===== config.mk =====
export PLATFORM = sky130hd
export DESIGN_NAME = front_panel_status_leds
export DESIGN_NICKNAME = d
export VERILOG_FILES = /design/src/hdl/panel_pkg.sv /design/src/hdl/status_sync.sv /design/src/hdl/front_panel_status_leds.sv
export SDC_FILE = /design/constraint.sdc
export NUM_CORES = 1
export LEC_CHECK = 0
export ABC_AREA = 1
export ABC_CLOCK_PERIOD_IN_PS = 2600
export BUFFER_PORTS_ARGS = -buffer_cell sky130_fd_sc_hd__buf_2
export CAP_MARGIN = 5
export CORE_AREA = 2 2 90 92
export DETAILED_ROUTE_END_ITERATION = 16
export DIE_AREA = 0 0 92 94
export SYNTH_ARGS = -nofsm -noshare
export SYNTH_HDL_FRONTEND = slang
export SYNTH_SLANG_ARGS = --single-unit

===== constraint.sdc =====
create_clock -name clk_sys_in -period 2.6 [get_ports clk_sys_in]
set_clock_uncertainty 0.15 [all_clocks]
set_input_delay 0.39 -clock clk_sys_in [delete_from_list [all_inputs] [get_ports clk_sys_in]]
set_output_delay 0.39 -clock clk_sys_in [all_outputs]
set_load 0.02 [all_outputs]

===== src/hdl/panel_pkg.sv =====
// shared constants and carrier types for the front-panel indicator block
package panel_pkg;
	localparam int ADC_CHANNELS      = 3;
	localparam int BLINK_TIME_MS     = 250;
	localparam int CLK_FREQ_HZ       = 40000000;
	localparam int BLINK_HALF_CYCLES = (CLK_FREQ_HZ / 1000) * BLINK_TIME_MS;
	localparam int SYNC_STAGES       = 2;
	localparam logic LED_DARK        = 1'h0;

	// status conditions gathered from the rest of the board
	typedef struct packed {
		logic                    link_up;
		logic                    user_ctl;
		logic                    timing_master;
		logic                    pps_valid;
		logic                    pps_pulse;
		logic [3:0]              sensor_alarm;
		logic                    sample_clk_valid;
		logic                    dac_fifo_empty;
		logic [ADC_CHANNELS-1:0] adc_overrange;
		logic [ADC_CHANNELS-1:0] adc_fifo_overrun;
	} panel_status_t;

	localparam int STATUS_W = $bits(panel_status_t);

	// the ten front-panel lamps
	typedef struct packed {
		logic                    link_indicator;
		logic                    user_indicator;
		logic                    timing_master_indicator;
		logic                    pps_indicator;
		logic                    thermal_alarm_indicator;
		logic                    clock_indicator;
		logic                    dac_empty_indicator;
		logic [ADC_CHANNELS-1:0] adc_overload_indicator;
	} panel_leds_t;
endpackage : panel_pkg


===== src/hdl/status_sync.sv =====
// two-flop synchroniser bank for asynchronous status levels
`timescale 1ns/100ps
module status_sync
	import panel_pkg::*;
#(
	parameter int WIDTH = 8
) (
	// clock and reset
	input  wire logic             clk_sys_in,
	input  wire logic             rst_in,
	// levels
	input  wire logic [WIDTH-1:0] async_in,
	output logic      [WIDTH-1:0] sync_out
);
	logic [WIDTH-1:0] meta_r;
	logic [WIDTH-1:0] stable_r;

	// first stage feeds only the second stage
	always_ff @(posedge clk_sys_in or posedge rst_in) begin
		if (rst_in) begin
			meta_r   <= '0;
			stable_r <= '0;
		end else begin
			meta_r   <= async_in;
			stable_r <= meta_r;
		end
	end

	assign sync_out = stable_r;
endmodule : status_sync


===== src/hdl/front_panel_status_leds.sv =====
// front-panel status indicator logic
// How it works
// RL1 - link lamp blinks while link is up, dark without link
// RL2 - user lamp follows only the user application control
// RL3 - master lamp lit in timing-bus master mode, dark as slave
// RL4 - software puts a lone module in master mode; slave needs external timing
// RL5 - pulse-per-second lamp on only when valid, toggles on each pulse
// RL6 - thermal lamp is OR of all sensor alarms
// RL7 - clock lamp lit while a valid sample clock is seen
// RL8 - clock-valid also gates acquisition data flow
// RL9 - D/A empty lamp lit while converter FIFO is empty
// RL10 - one overload lamp per A/D channel, own status only
// RL11 - overload lamp is overrange OR FIFO overrun of that channel
// RL12 - status inputs synchronised, acquisition data valid is not; lamps registered and dark in reset
`timescale 1ns/100ps
module front_panel_status_leds
	import panel_pkg::*;
#(
	parameter int BLINK_HALF = BLINK_HALF_CYCLES
) (
	// clock and reset
	input  wire logic          clk_sys_in,
	input  wire logic          rst_in,
	// status from other board units
	input  wire panel_status_t status_in,
	// acquisition data gate
	input  wire logic          acq_valid_in,
	output logic               acq_valid_out,
	// lamps
	output panel_leds_t        leds_out
);
	panel_status_t sts;
	panel_leds_t   leds_r;
	panel_leds_t   leds_nxt;
	logic [31:0]   blink_cnt_r;
	logic          blink_r;
	logic          pps_prev_r;
	logic          pps_lamp_r;
	logic          pps_lamp_nxt;
	logic          blink_wrap;
	logic          pps_rise;
	logic [ADC_CHANNELS-1:0] overload;
	logic [31:0]   link_hold_r;
	logic [31:0]   link_hold_nxt;
	logic          link_seen_r;

	// RL12 synchronise status
	status_sync #(
		.WIDTH(STATUS_W)
	) u_sync (
		.clk_sys_in(clk_sys_in),
		.rst_in    (rst_in),
		.async_in  (status_in),
		.sync_out  (sts)
	);

	assign blink_wrap = (blink_cnt_r == 32'(BLINK_HALF - 1));
	assign pps_rise   = sts.pps_pulse && !pps_prev_r;

	// RL1 link blink timer, runs only with link up
	always_ff @(posedge clk_sys_in or posedge rst_in) begin
		if (rst_in) begin
			blink_cnt_r <= '0;
			blink_r     <= LED_DARK;
		end else if (!sts.link_up) begin
			blink_cnt_r <= '0;
			blink_r     <= LED_DARK;
		end else if (blink_wrap) begin
			blink_cnt_r <= '0;
			blink_r     <= !blink_r;
		end else begin
			blink_cnt_r <= blink_cnt_r + 32'h1;
		end
	end

	// RL5 toggle on each pulse while valid
	assign pps_lamp_nxt = !sts.pps_valid ? LED_DARK : (pps_rise ? !pps_lamp_r : pps_lamp_r);

	always_ff @(posedge clk_sys_in or posedge rst_in) begin
		if (rst_in) begin
			pps_prev_r <= 1'h0;
			pps_lamp_r <= LED_DARK;
		end else begin
			pps_prev_r <= sts.pps_pulse;
			pps_lamp_r <= pps_lamp_nxt;
		end
	end

	// RL10 RL11 per-channel overload
	genvar ch;
	generate
		for (ch = 0; ch < ADC_CHANNELS; ch++) begin : g_ovl
			assign overload[ch] = sts.adc_overrange[ch] | sts.adc_fifo_overrun[ch];

			property p_ovl_own;
				@(posedge clk_sys_in) disable iff (rst_in)
				!(sts.adc_overrange[ch] | sts.adc_fifo_overrun[ch]) |=> !leds_out.adc_overload_indicator[ch];
			endproperty
			a_ovl_own: assert property (p_ovl_own) else $error("overload lamp lit by another channel"); // RL10
		end
	endgenerate

	always_comb begin
		// RL1 link lamp
		leds_nxt.link_indicator          = sts.link_up & blink_r;
		// RL2 user only
		leds_nxt.user_indicator          = sts.user_ctl;
		// RL3 master mode
		leds_nxt.timing_master_indicator = sts.timing_master;
		leds_nxt.pps_indicator           = pps_lamp_nxt;
		// RL6 any sensor
		leds_nxt.thermal_alarm_indicator = |sts.sensor_alarm;
		// RL7 clock present
		leds_nxt.clock_indicator         = sts.sample_clk_valid;
		// RL9 fifo empty
		leds_nxt.dac_empty_indicator     = sts.dac_fifo_empty;
		leds_nxt.adc_overload_indicator  = overload;
	end

	// RL12 registered lamps, dark in reset
	always_ff @(posedge clk_sys_in or posedge rst_in) begin
		if (rst_in) begin
			leds_r <= '0;
		end else begin
			leds_r <= leds_nxt;
		end
	end

	assign leds_out = leds_r;

	// RL8 gate data without a clock; data valid is taken as already in this domain
	assign acq_valid_out = acq_valid_in & sts.sample_clk_valid;

	// RL1 still-lamp counter, checking only; a stuck lamp shows up here
	assign link_hold_nxt = (!sts.link_up || (leds_out.link_indicator != link_seen_r)) ? 32'h0 : link_hold_r + 32'h1;

	always_ff @(posedge clk_sys_in or posedge rst_in) begin
		if (rst_in) begin
			link_hold_r <= '0;
			link_seen_r <= LED_DARK;
		end else begin
			link_hold_r <= link_hold_nxt;
			link_seen_r <= leds_out.link_indicator;
		end
	end

	// first dark phase waits one extra edge for the lamp register
	property p_link_blink;
		@(posedge clk_sys_in) disable iff (rst_in)
		link_hold_r <= 32'(BLINK_HALF + 1);
	endproperty
	a_link_blink: assert property (p_link_blink) else $error("link lamp stopped blinking"); // RL1

	property p_link_dark;
		@(posedge clk_sys_in) disable iff (rst_in)
		!sts.link_up |=> !leds_out.link_indicator;
	endproperty
	a_link_dark: assert property (p_link_dark) else $error("link lamp lit without link"); // RL1

	property p_user;
		@(posedge clk_sys_in) disable iff (rst_in)
		##1 leds_out.user_indicator == $past(sts.user_ctl);
	endproperty
	a_user: assert property (p_user) else $error("user lamp mismatch"); // RL2

	property p_master;
		@(posedge clk_sys_in) disable iff (rst_in)
		sts.timing_master |=> leds_out.timing_master_indicator;
	endproperty
	a_master: assert property (p_master) else $error("master lamp not lit"); // RL3

	property p_master_dark;
		@(posedge clk_sys_in) disable iff (rst_in)
		!sts.timing_master |=> !leds_out.timing_master_indicator;
	endproperty
	a_master_dark: assert property (p_master_dark) else $error("master lamp lit as slave"); // RL3

	property p_pps;
		@(posedge clk_sys_in) disable iff (rst_in)
		(sts.pps_valid && pps_rise) |=> (leds_out.pps_indicator != $past(pps_lamp_r));
	endproperty
	a_pps: assert property (p_pps) else $error("pps lamp did not toggle"); // RL5

	property p_pps_dark;
		@(posedge clk_sys_in) disable iff (rst_in)
		!sts.pps_valid |=> !leds_out.pps_indicator;
	endproperty
	a_pps_dark: assert property (p_pps_dark) else $error("pps lamp lit while invalid"); // RL5

	property p_thermal;
		@(posedge clk_sys_in) disable iff (rst_in)
		(|sts.sensor_alarm) |=> leds_out.thermal_alarm_indicator;
	endproperty
	a_thermal: assert property (p_thermal) else $error("thermal lamp missed alarm"); // RL6

	property p_thermal_dark;
		@(posedge clk_sys_in) disable iff (rst_in)
		!(|sts.sensor_alarm) |=> !leds_out.thermal_alarm_indicator;
	endproperty
	a_thermal_dark: assert property (p_thermal_dark) else $error("thermal lamp lit without alarm"); // RL6

	property p_clock;
		@(posedge clk_sys_in) disable iff (rst_in)
		##1 leds_out.clock_indicator == $past(sts.sample_clk_valid);
	endproperty
	a_clock: assert property (p_clock) else $error("clock lamp mismatch"); // RL7

	property p_gate;
		@(posedge clk_sys_in) disable iff (rst_in)
		!sts.sample_clk_valid |-> !acq_valid_out;
	endproperty
	a_gate: assert property (p_gate) else $error("data passed without clock"); // RL8

	property p_dac;
		@(posedge clk_sys_in) disable iff (rst_in)
		sts.dac_fifo_empty |=> leds_out.dac_empty_indicator;
	endproperty
	a_dac: assert property (p_dac) else $error("empty lamp not lit"); // RL9

	property p_dac_dark;
		@(posedge clk_sys_in) disable iff (rst_in)
		!sts.dac_fifo_empty |=> !leds_out.dac_empty_indicator;
	endproperty
	a_dac_dark: assert property (p_dac_dark) else $error("empty lamp lit with data"); // RL9

	property p_ovl;
		@(posedge clk_sys_in) disable iff (rst_in)
		##1 leds_out.adc_overload_indicator == $past(sts.adc_overrange | sts.adc_fifo_overrun);
	endproperty
	a_ovl: assert property (p_ovl) else $error("overload lamps mismatch"); // RL11

	property p_reset_dark;
		@(posedge clk_sys_in) rst_in |=> (leds_out == '0) || rst_in;
	endproperty
	a_reset_dark: assert property (p_reset_dark) else $error("lamp lit after reset"); // RL12
endmodule : front_panel_status_leds


==> impl_results.md, run 1 <==
* Status: finished, final reports clean
* Mapped Nets at 391
* Initial Utilization at 42.52%
* Post-Syn Instances at 370
* CTS tree: yes
* CTS max path bufs at 2
* WP depth at 9
* Ports at 31
* Setup TNS at 0 ps
* CP bufs+invs at 1
* Total Routing Usage GR at 16.65%
* Initial antenna violation count at 0
* Max VDD drop at 0.0004052 V
* Critical path's top delay family: simple AND/OR/NAND/NOR gates
* Synth-to-Final Area Change at 20.74%
* Gate power share at 4.6%
* Cts repair resizes at 0
* Die Wd at 92 um
* Share of layout cells above drive strength 1 at 15.51%
* Pint at 1.770 mW
* Worst path required time at 2750 ps
* CP max stage cell: dfrtp_1
* Slew @ Worst Pin at 691.6 ps
* Max Clk Rate at 542.2 MHz
* Grt ovf at 0
* Drt wl/cell at 11.61 um
* WP data arrival at 1990 ps
* Num rows at 32
* Die ar. at 8648 um^2
* Clock Latency Late Sink at 360 ps
* Worst Setup Path Type: reg -> reg
* Core area at 7607 um^2
* H-Tree Depth at 3
* Fin. Hold Viols at 0
* Seq/Total Area, Yosys at 60.35%
* Finished Cell Area at 3905 um^2
* CTS Sinks at 78
* Sequential group share of total power at 53.9%
* Via-to-Cell Ratio at 4.539
* DRT Pass-1 Iters at 5
* Max cap viols at 0
* Overall routed net length at 6201 um
* CTS Buf Count at 9
* Drc violations at 0
* Vias at 2424
* Max_slew headroom at 53.84%
* Syn avg cell area at 8.741 um^2
* Final setup viols at 0
* WHS Path Cells at 0
* Cell taking the most area after synthesis: dfrtp_1
* Lkg Pwr at 1.730 nW
* Root buf cell: clkbuf_8
* CP Max Fanout at 12
* Final nets at 448
* Tcrit/Tclk final at 70.94%
* Startpoint types: flop
* Routed Antenna Nets at 0
* Seq cells post-synth at 78
* Mapped cell area at 3234 um^2
* Synth Warn # at 0
* Ant diodes at 0
* Max Slew Vio Count at 0
* Port Buffers at 30
* Placer Congestion at 0.9149
* Dpl hpwl at 4514 um
* Fin crit period at 1844 ps
* Area contributors post-synth: dfrtp_1 60%, nand2_1 12%, nor2_1 9.6%, inv_1 4.4%, nand3_1 3.2%
* First-pass GRT wire length at 11100 um
* Critical Path End Type: flop
* Share of the synthesized area in the top cell type at 60.35%
* Yosys cell types at 24
* Total power at 2.352 mW
* Largest net degree at the start of global routing at 33
* Net Sw Frac at 24.75%
* Hold Path Class: reg -> reg
* Initial DRC Count at 185
* R2r worst-path depth at 9
* Clock power share at 41.5%
* Die height at 94 um
* Vias in the first global route at 2457
* Pwr/cell area at 602.2 nW/um^2
* CP cell instances: ha_1 > inv_2 > nor2_4 > nand3_2 > nor2_1 > nand2_2 > nand2_2 > nand2_1 > nand2_1
* DP Area at 3513 um^2
* RSZ-0062 raised after global routing: false
* CP peak stage delay at 410 ps
* Clock-pin slew on the worst setup and hold paths at 90 ps
* NetSw at 0.5820 mW
## cells in the mapped netlist
cell and count:
a21oi_1 3, and3_2 1, xnor2_1 5, buf_6 1
nor3_1 1, inv_1 38, dfrtp_1 78, inv_2 1
nand3_1 21, o21ai_0 2, ha_1 1, buf_4 1
nand2_2 5, nand3_2 1, nand2_1 106, nor2_4 3
or4_1 1, nor2_1 83, nor2_2 4, or2_2 3
nand4_1 1, xor2_1 7, clkbuf_1 2, nor3b_1 1
## power groups by stage
stage / clock network, mW / registers [mW] / logic, mW
after global routing: 1.05 / 1.27 / 0.123
after floorplan: 0 / 1.30 / 0.0456
after global placement: 0 / 1.29 / 0.0896
after CTS: 0.998 / 1.27 / 0.113
after detailed placement: 0 / 1.29 / 0.0919
final: 0.975 / 1.27 / 0.109
## stage by stage
step,instances,setup WS [ps],hold WS (ps),utilization (%)
after floorplan,370,64.97,181.2,-
after global placement,500,848.6,181.5,46.18
after detailed placement,500,771.8,185.8,46.18
after CTS,534,745.2,198.1,51.33
after global routing,534,585.3,203.5,51.33
final,534,755.5,192.1,51.33
## worst paths after layout
| path | from | end | slack, ps |
|---|---|---|---|
| max | blink_cnt_r[0] | blink_r | 760 |
| min | u_sync.sync_out[14] | leds_out[7] | 190 |
| max reg2reg | blink_cnt_r[0] | blink_r | 760 |
| min reg2reg | u_sync.sync_out[14] | leds_out[7] | 190 |
| max in group asynchronous | rst_in | blink_cnt_r[31] | 1100 |
| min in group asynchronous | rst_in | blink_cnt_r[6] | 530 |
## metal layers
| metal | vias up | share of wire [%] | track usage (%) | wire length, um |
|---|---|---|---|---|
| li1 | 1238 | - | - | - |
| met1 | 1130 | 46 | 21.37 | 2867 |
| met2 | 40 | 47 | 27.63 | 2927 |
| met3 | 16 | 3.8 | 2.889 | 237 |
| met4 | 0 | 2.7 | 7.836 | 169 |
| met5 | - | 0 | 0 | 0 |
## final cells by class
cell class                      count  area [um^2]
Fill cell                         737         3702
Sequential cell                    78         1952
Multi-Input combinational cell    249         1110
Timing Repair Buffer               50        357.8
Inverter                           39        146.4
Tap cell                          102        127.6
Clock buffer                        9        123.9
Clock inverter                      7        87.58
## logic make-up (layout without fill, tap and decap cells)
group                    Yosys count  after routing  synth area share [%]
AO/OA/AOI/OAI                      5              5                0.7736
AND/OR/NAND/NOR                  231            231                 29.90
flip-flops                        78             78                 60.35
XOR/XNOR                          12             12                 3.249
buffers and inverters             43            105                 5.339
adder cells (fa/ha/maj)            1              1                0.3868
## timing repair
item | 4_1_cts | 5_1_grt
hold buffers | 18 | 0
endpoints found under the hold margin | 46 | 0
buffers inserted | 0 | 0
## flip-flops by register name, indices dropped and copies added (netlist names)
| register | count |
|---|---|
| blink_r | 1 |
| leds_out | 10 |
| u_sync.sync_out | 17 |
| pps_prev_r | 1 |
| blink_cnt_r | 32 |
| u_sync.meta_r | 17 |
## cells in the final DEF, fill, tap and decap left out, types with 2 or more instances in the layout
cell           count
xor2_1             7
inv_6              4
o21ai_0            2
or2_2              3
inv_2              2
nor2_4             3
nor2_2             4
nand2_1          106
nor2_1            83
nand2_2            5
inv_1             37
dfrtp_1           78
buf_2             30
clkbuf_8           9
inv_8              2
nand3_1           21
a21oi_1            3
xnor2_1            5
dlygate4sd3_1     18
Note: power is estimated with default switching activity, not from simulation.
==> inputs of run 2 (changes only) <==
- ABC_AREA: 1 -> 0
- ABC_CLOCK_PERIOD_IN_PS: 2600 -> 1700
- CORE_AREA: 2 2 90 92 -> 2 2 87 89
- DIE_AREA: 0 0 92 94 -> 0 0 89 91
- clock period: 2.6 -> 1.7 ns (I/O delays scaled with it)
==> run 2 against run 1 <==
The run now ends with setup timing left; synthesized area fell by 7.5%; die area fell by 6.3%; global-route usage rose by 1.1 points; first-iteration DRC count fell by 51%; via count fell by 4.2%; sequential cell count did not move; count of clock-buffer cells in the layout did not move; power rose by 45%; critical path depth fell by 3; routed wire length rose by 2.5%; cell count fell by 14%; hold slack improved by 7.8 ps; largest power group unchanged.
==> impl_results.md, run 2 <==
* Die height at 91 um (-3.2%)
* Root buf cell: clkbuf_8
* First-pass GRT wire length at 10900 um (-1.8%)
* Critical Path End Type: flop
* Initial Utilization at 41.94% (-0.58 points)
* CTS Buf Count at 9 (unchanged)
* Ant diodes at 0 (unchanged)
* Seq cells post-synth at 78 (unchanged)
* Clock-pin slew on the worst setup and hold paths at 90 ps (about the same)
* DRT Pass-1 Iters at 4 (-1)
* Max cap viols at 0 (unchanged)
* Lkg Pwr at 1.843 nW (+6.5%)
* Dpl hpwl at 3919 um (-13%)
* Synth Area in Compound Gates at 7.734% (+7.0 points)
* Top sig layer: met4
* Hold Slack at 199.9 ps (+7.820 ps)
* Startpoint types: flop
* Max Clk Rate at 493.3 MHz (-9.0%)
* Syn avg cell area at 12.37 um^2 (+41%)
* Grt ovf at 0 (unchanged)
* Drc violations at 0 (unchanged)
* Status: complete, but fails checks
* Total length of routed met2 wires at 3106 um (+6.1%)
* Hold Path Class: reg -> reg
* Max FFs per register at 32 (unchanged)
* Post-Syn Instances at 242 (-35%)
* Fin. Hold Viols at 0 (unchanged)
* Clock Latency Late Sink at 350 ps (about the same)
* Worst path required time at 1840 ps (-910 ps)
* Mapped Nets at 263 (-33%)
* Share of the synthesized area in the top cell type at 65.22% (+4.9 points)
* Commonest non-fill, non-tap cell in the layout: dfrtp_1
* Fin crit period at 2027 ps (+182.8 ps)
* Total Routing Usage GR at 17.78% (+1.1 points)
* CP Max Fanout at 5 (-7)
* H-Tree Depth at 3 (unchanged)
* Reg-to-reg setup timing slack at -330 ps (-1080 ps)
* RSZ-0062 raised after global routing: true
* Post-route core utilization at 59.57% (+8.2 points)
* Via-to-Cell Ratio at 5.050 (+11%)
* Synth-to-Final Area Change at 42.06%
* Violated checks: setup timing
* Synth Area in Adders at 0.4181% (+0.031 points)
* Worst Setup Path Type: reg -> reg
* Tcrit/Tclk final at 119.3% (+48 points)
* Final setup viols at 29 (+29)
* Cell taking the most area after synthesis: dfrtp_1
* Largest net degree at the start of global routing at 79 (+140%)
* Final WS setup at -327.3 ps (-1083 ps)
* Vias in the first global route at 2304 (-6.2%)
* Met1 Routed Length at 2776 um (-3.2%)
* Core area at 7137 um^2 (-6.2%)
* Routed Antenna Nets at 0 (unchanged)
* Area contributors post-synth: dfrtp_1 65%, xnor2_1 2.6%, nand4_1 2.5%, a21oi_1 2.3%, or3_1 2.1%
* Max VDD drop at 0.0004662 V (+15%)
* Slew @ Worst Pin at 392.7 ps (-298.9 ps)
* Synthesized-area fraction occupied by and/or/nand/nor cells at 20.23% (-9.7 points)
* Port Buffers at 30 (unchanged)
* Main combinational cell family by area after synthesis: simple AND/OR/NAND/NOR gates
* Initial antenna violation count at 0 (unchanged)
* Share of layout cells above drive strength 1 at 40.17% (+25 points)
* CTS tree: yes
* Most frequent cells in the layout: 73 x dfrtp_1, 50 x buf_4, 30 x buf_2, 18 x dlygate4sd3_1, 12 x nand4_1
* Post-synthesis async set-or-reset flop share at 100.0% (unchanged)
* CTS Sinks at 78 (unchanged)
* Max_slew headroom at 73.82% (+20 points)
* Initial DRC Count at 91 (-51%)
* Max Slew Vio Count at 0 (unchanged)
* Mux share of post-synthesis cell area at 0% (unchanged)
* Final nets at 377 (-16%)
* Die Wd at 89 um (-3.3%)
* Num rows at 31 (-3.1%)
* Yosys cell types at 38 (+58%)
* Post-Synth XOR/XNOR Area at 4.097% (+0.85 points)
* Post-synth EDFFs at 0 (unchanged)
* Seq/Total Area, Yosys at 65.22% (+4.9 points)
* Overall routed net length at 6357 um (+2.5%)
* Ports at 31 (unchanged)
* Top reg by flops: blink_cnt_r
* Post-synth top flop: dfrtp_1
* Commonest cells in the netlist: 78 x dfrtp_1, 14 x a21oi_1, 12 x nand4_1, 12 x nor2_1, 12 x o21ai_0
* Synth Warn # at 0 (unchanged)
* WP data arrival at 2160 ps (+170 ps)
* Pwr/cell area at 802.1 nW/um^2 (+33%)
* Mapped cell area at 2993 um^2 (-7.5%)
* Placer Congestion at 0.8250 (-9.8%)
* Vias at 2323 (-4.2%)
* Die ar. at 8099 um^2 (-6.3%)
* Top-count cell post-synth: dfrtp_1
* CTS max path bufs at 2 (unchanged)
* Met3 Wirelength at 286 um (+21%)
* Drt wl/cell at 13.82 um (+19%)
## run 2: cell count changes in the layout (fill, tap and decap cells not counted), moves of 6 or more
cell     delta
a21oi_1     +8
inv_1      -32
buf_4      +49
or3_1      +10
nor2_1     -72
or4_4       +7
o21ai_0     +6
nand2_1    -96
nand4_1    +11
nand3_1    -11
and2_1      +6
buf_6       +9
## run 2: kinds of logic (layout without fill, tap and decap cells)
family / count (synthesis) / count (layout)
compound gates: 38 / 38
simple gates: 97 / 98
flops: 78 / 78
fa+ha+maj: 1 / 1
xor+xnor: 14 / 14
buf+inv: 14 / 132
## run 2: area by class of cell
class | count | area [um^2]
multi-input cells | 151 | 1090
clock buffers | 9 | 123.9
well taps | 99 | 123.9
flip-flops and latches | 78 | 1958
inverters | 6 | 26.28
fillers | 609 | 2885
repair buffers | 110 | 874.6
clock inverters | 7 | 55.05
## run 2: worst paths after layout
| path | start | endpoint | cells past startpoint |
|---|---|---|---|
| max in group asynchronous | rst_in | blink_cnt_r[5] | 4 |
| setup reg to reg | blink_cnt_r[1] | blink_cnt_r[30] | 6 |
| hold reg to reg | u_sync.sync_out[15] | leds_out[8] | 0 |
| min in group asynchronous | rst_in | leds_out[2] | 4 |
| setup / recovery | blink_cnt_r[1] | blink_cnt_r[30] | 6 |
| hold / removal | u_sync.sync_out[15] | leds_out[8] | 0 |
## run 2: routing by layer
| layer | global-route usage, % | up-vias |
|---|---|---|
| met4 | 8.831 | 0 |
| met1 | 22.75 | 1141 |
| met3 | 4.818 | 18 |
| li1 | - | 1110 |
| met2 | 27.55 | 54 |
| met5 | 0 | - |
## run 2: through the flow
step | worst slack [ps] | total power [mW] | area (um^2) | TNS [ps] | std cells
2_1_floorplan | -331.3 | 2.054 | 3059 | -6131 | 242
3_3_place_gp | -308.6 | 2.120 | 3627 | -6145 | 408
3_5_place_dp | -341.8 | 2.126 | 3627 | -6606 | 408
4_1_cts | -307.4 | 3.439 | 4143 | -6826 | 454
5_1_grt | -391.4 | 3.571 | 4252 | -10430 | 460
6_report | -327.3 | 3.410 | 4252 | -7359 | 460
## run 2: report_power, final
group	switching, mW	total, mW	leakage, nW	internal [mW]
clock	0.723	1.27	0.0866	0.544
combinational	0.103	0.211	0.785	0.108
sequential	0.0205	1.93	0.972	1.91
total	0.847	3.41	1.84	2.56
## run 2: timing repair
item                                    4_1_cts  5_1_grt
gates resized for setup                      19       17
hold buffers                                 18        0
gates cloned                                  2        0
endpoints found under the setup margin       29       30
setup buffers                                10        6
pin swaps                                     9        6
hold endpoints to repair                     95        0
## run 2: worst max-delay path, cell delays in order, from the launching register on
cell and delay (ps):
dfrtp_1 370, buf_4 130, ha_4 150, nand4_4 80
or4_4 460, or4_4 490, a21oi_2 120
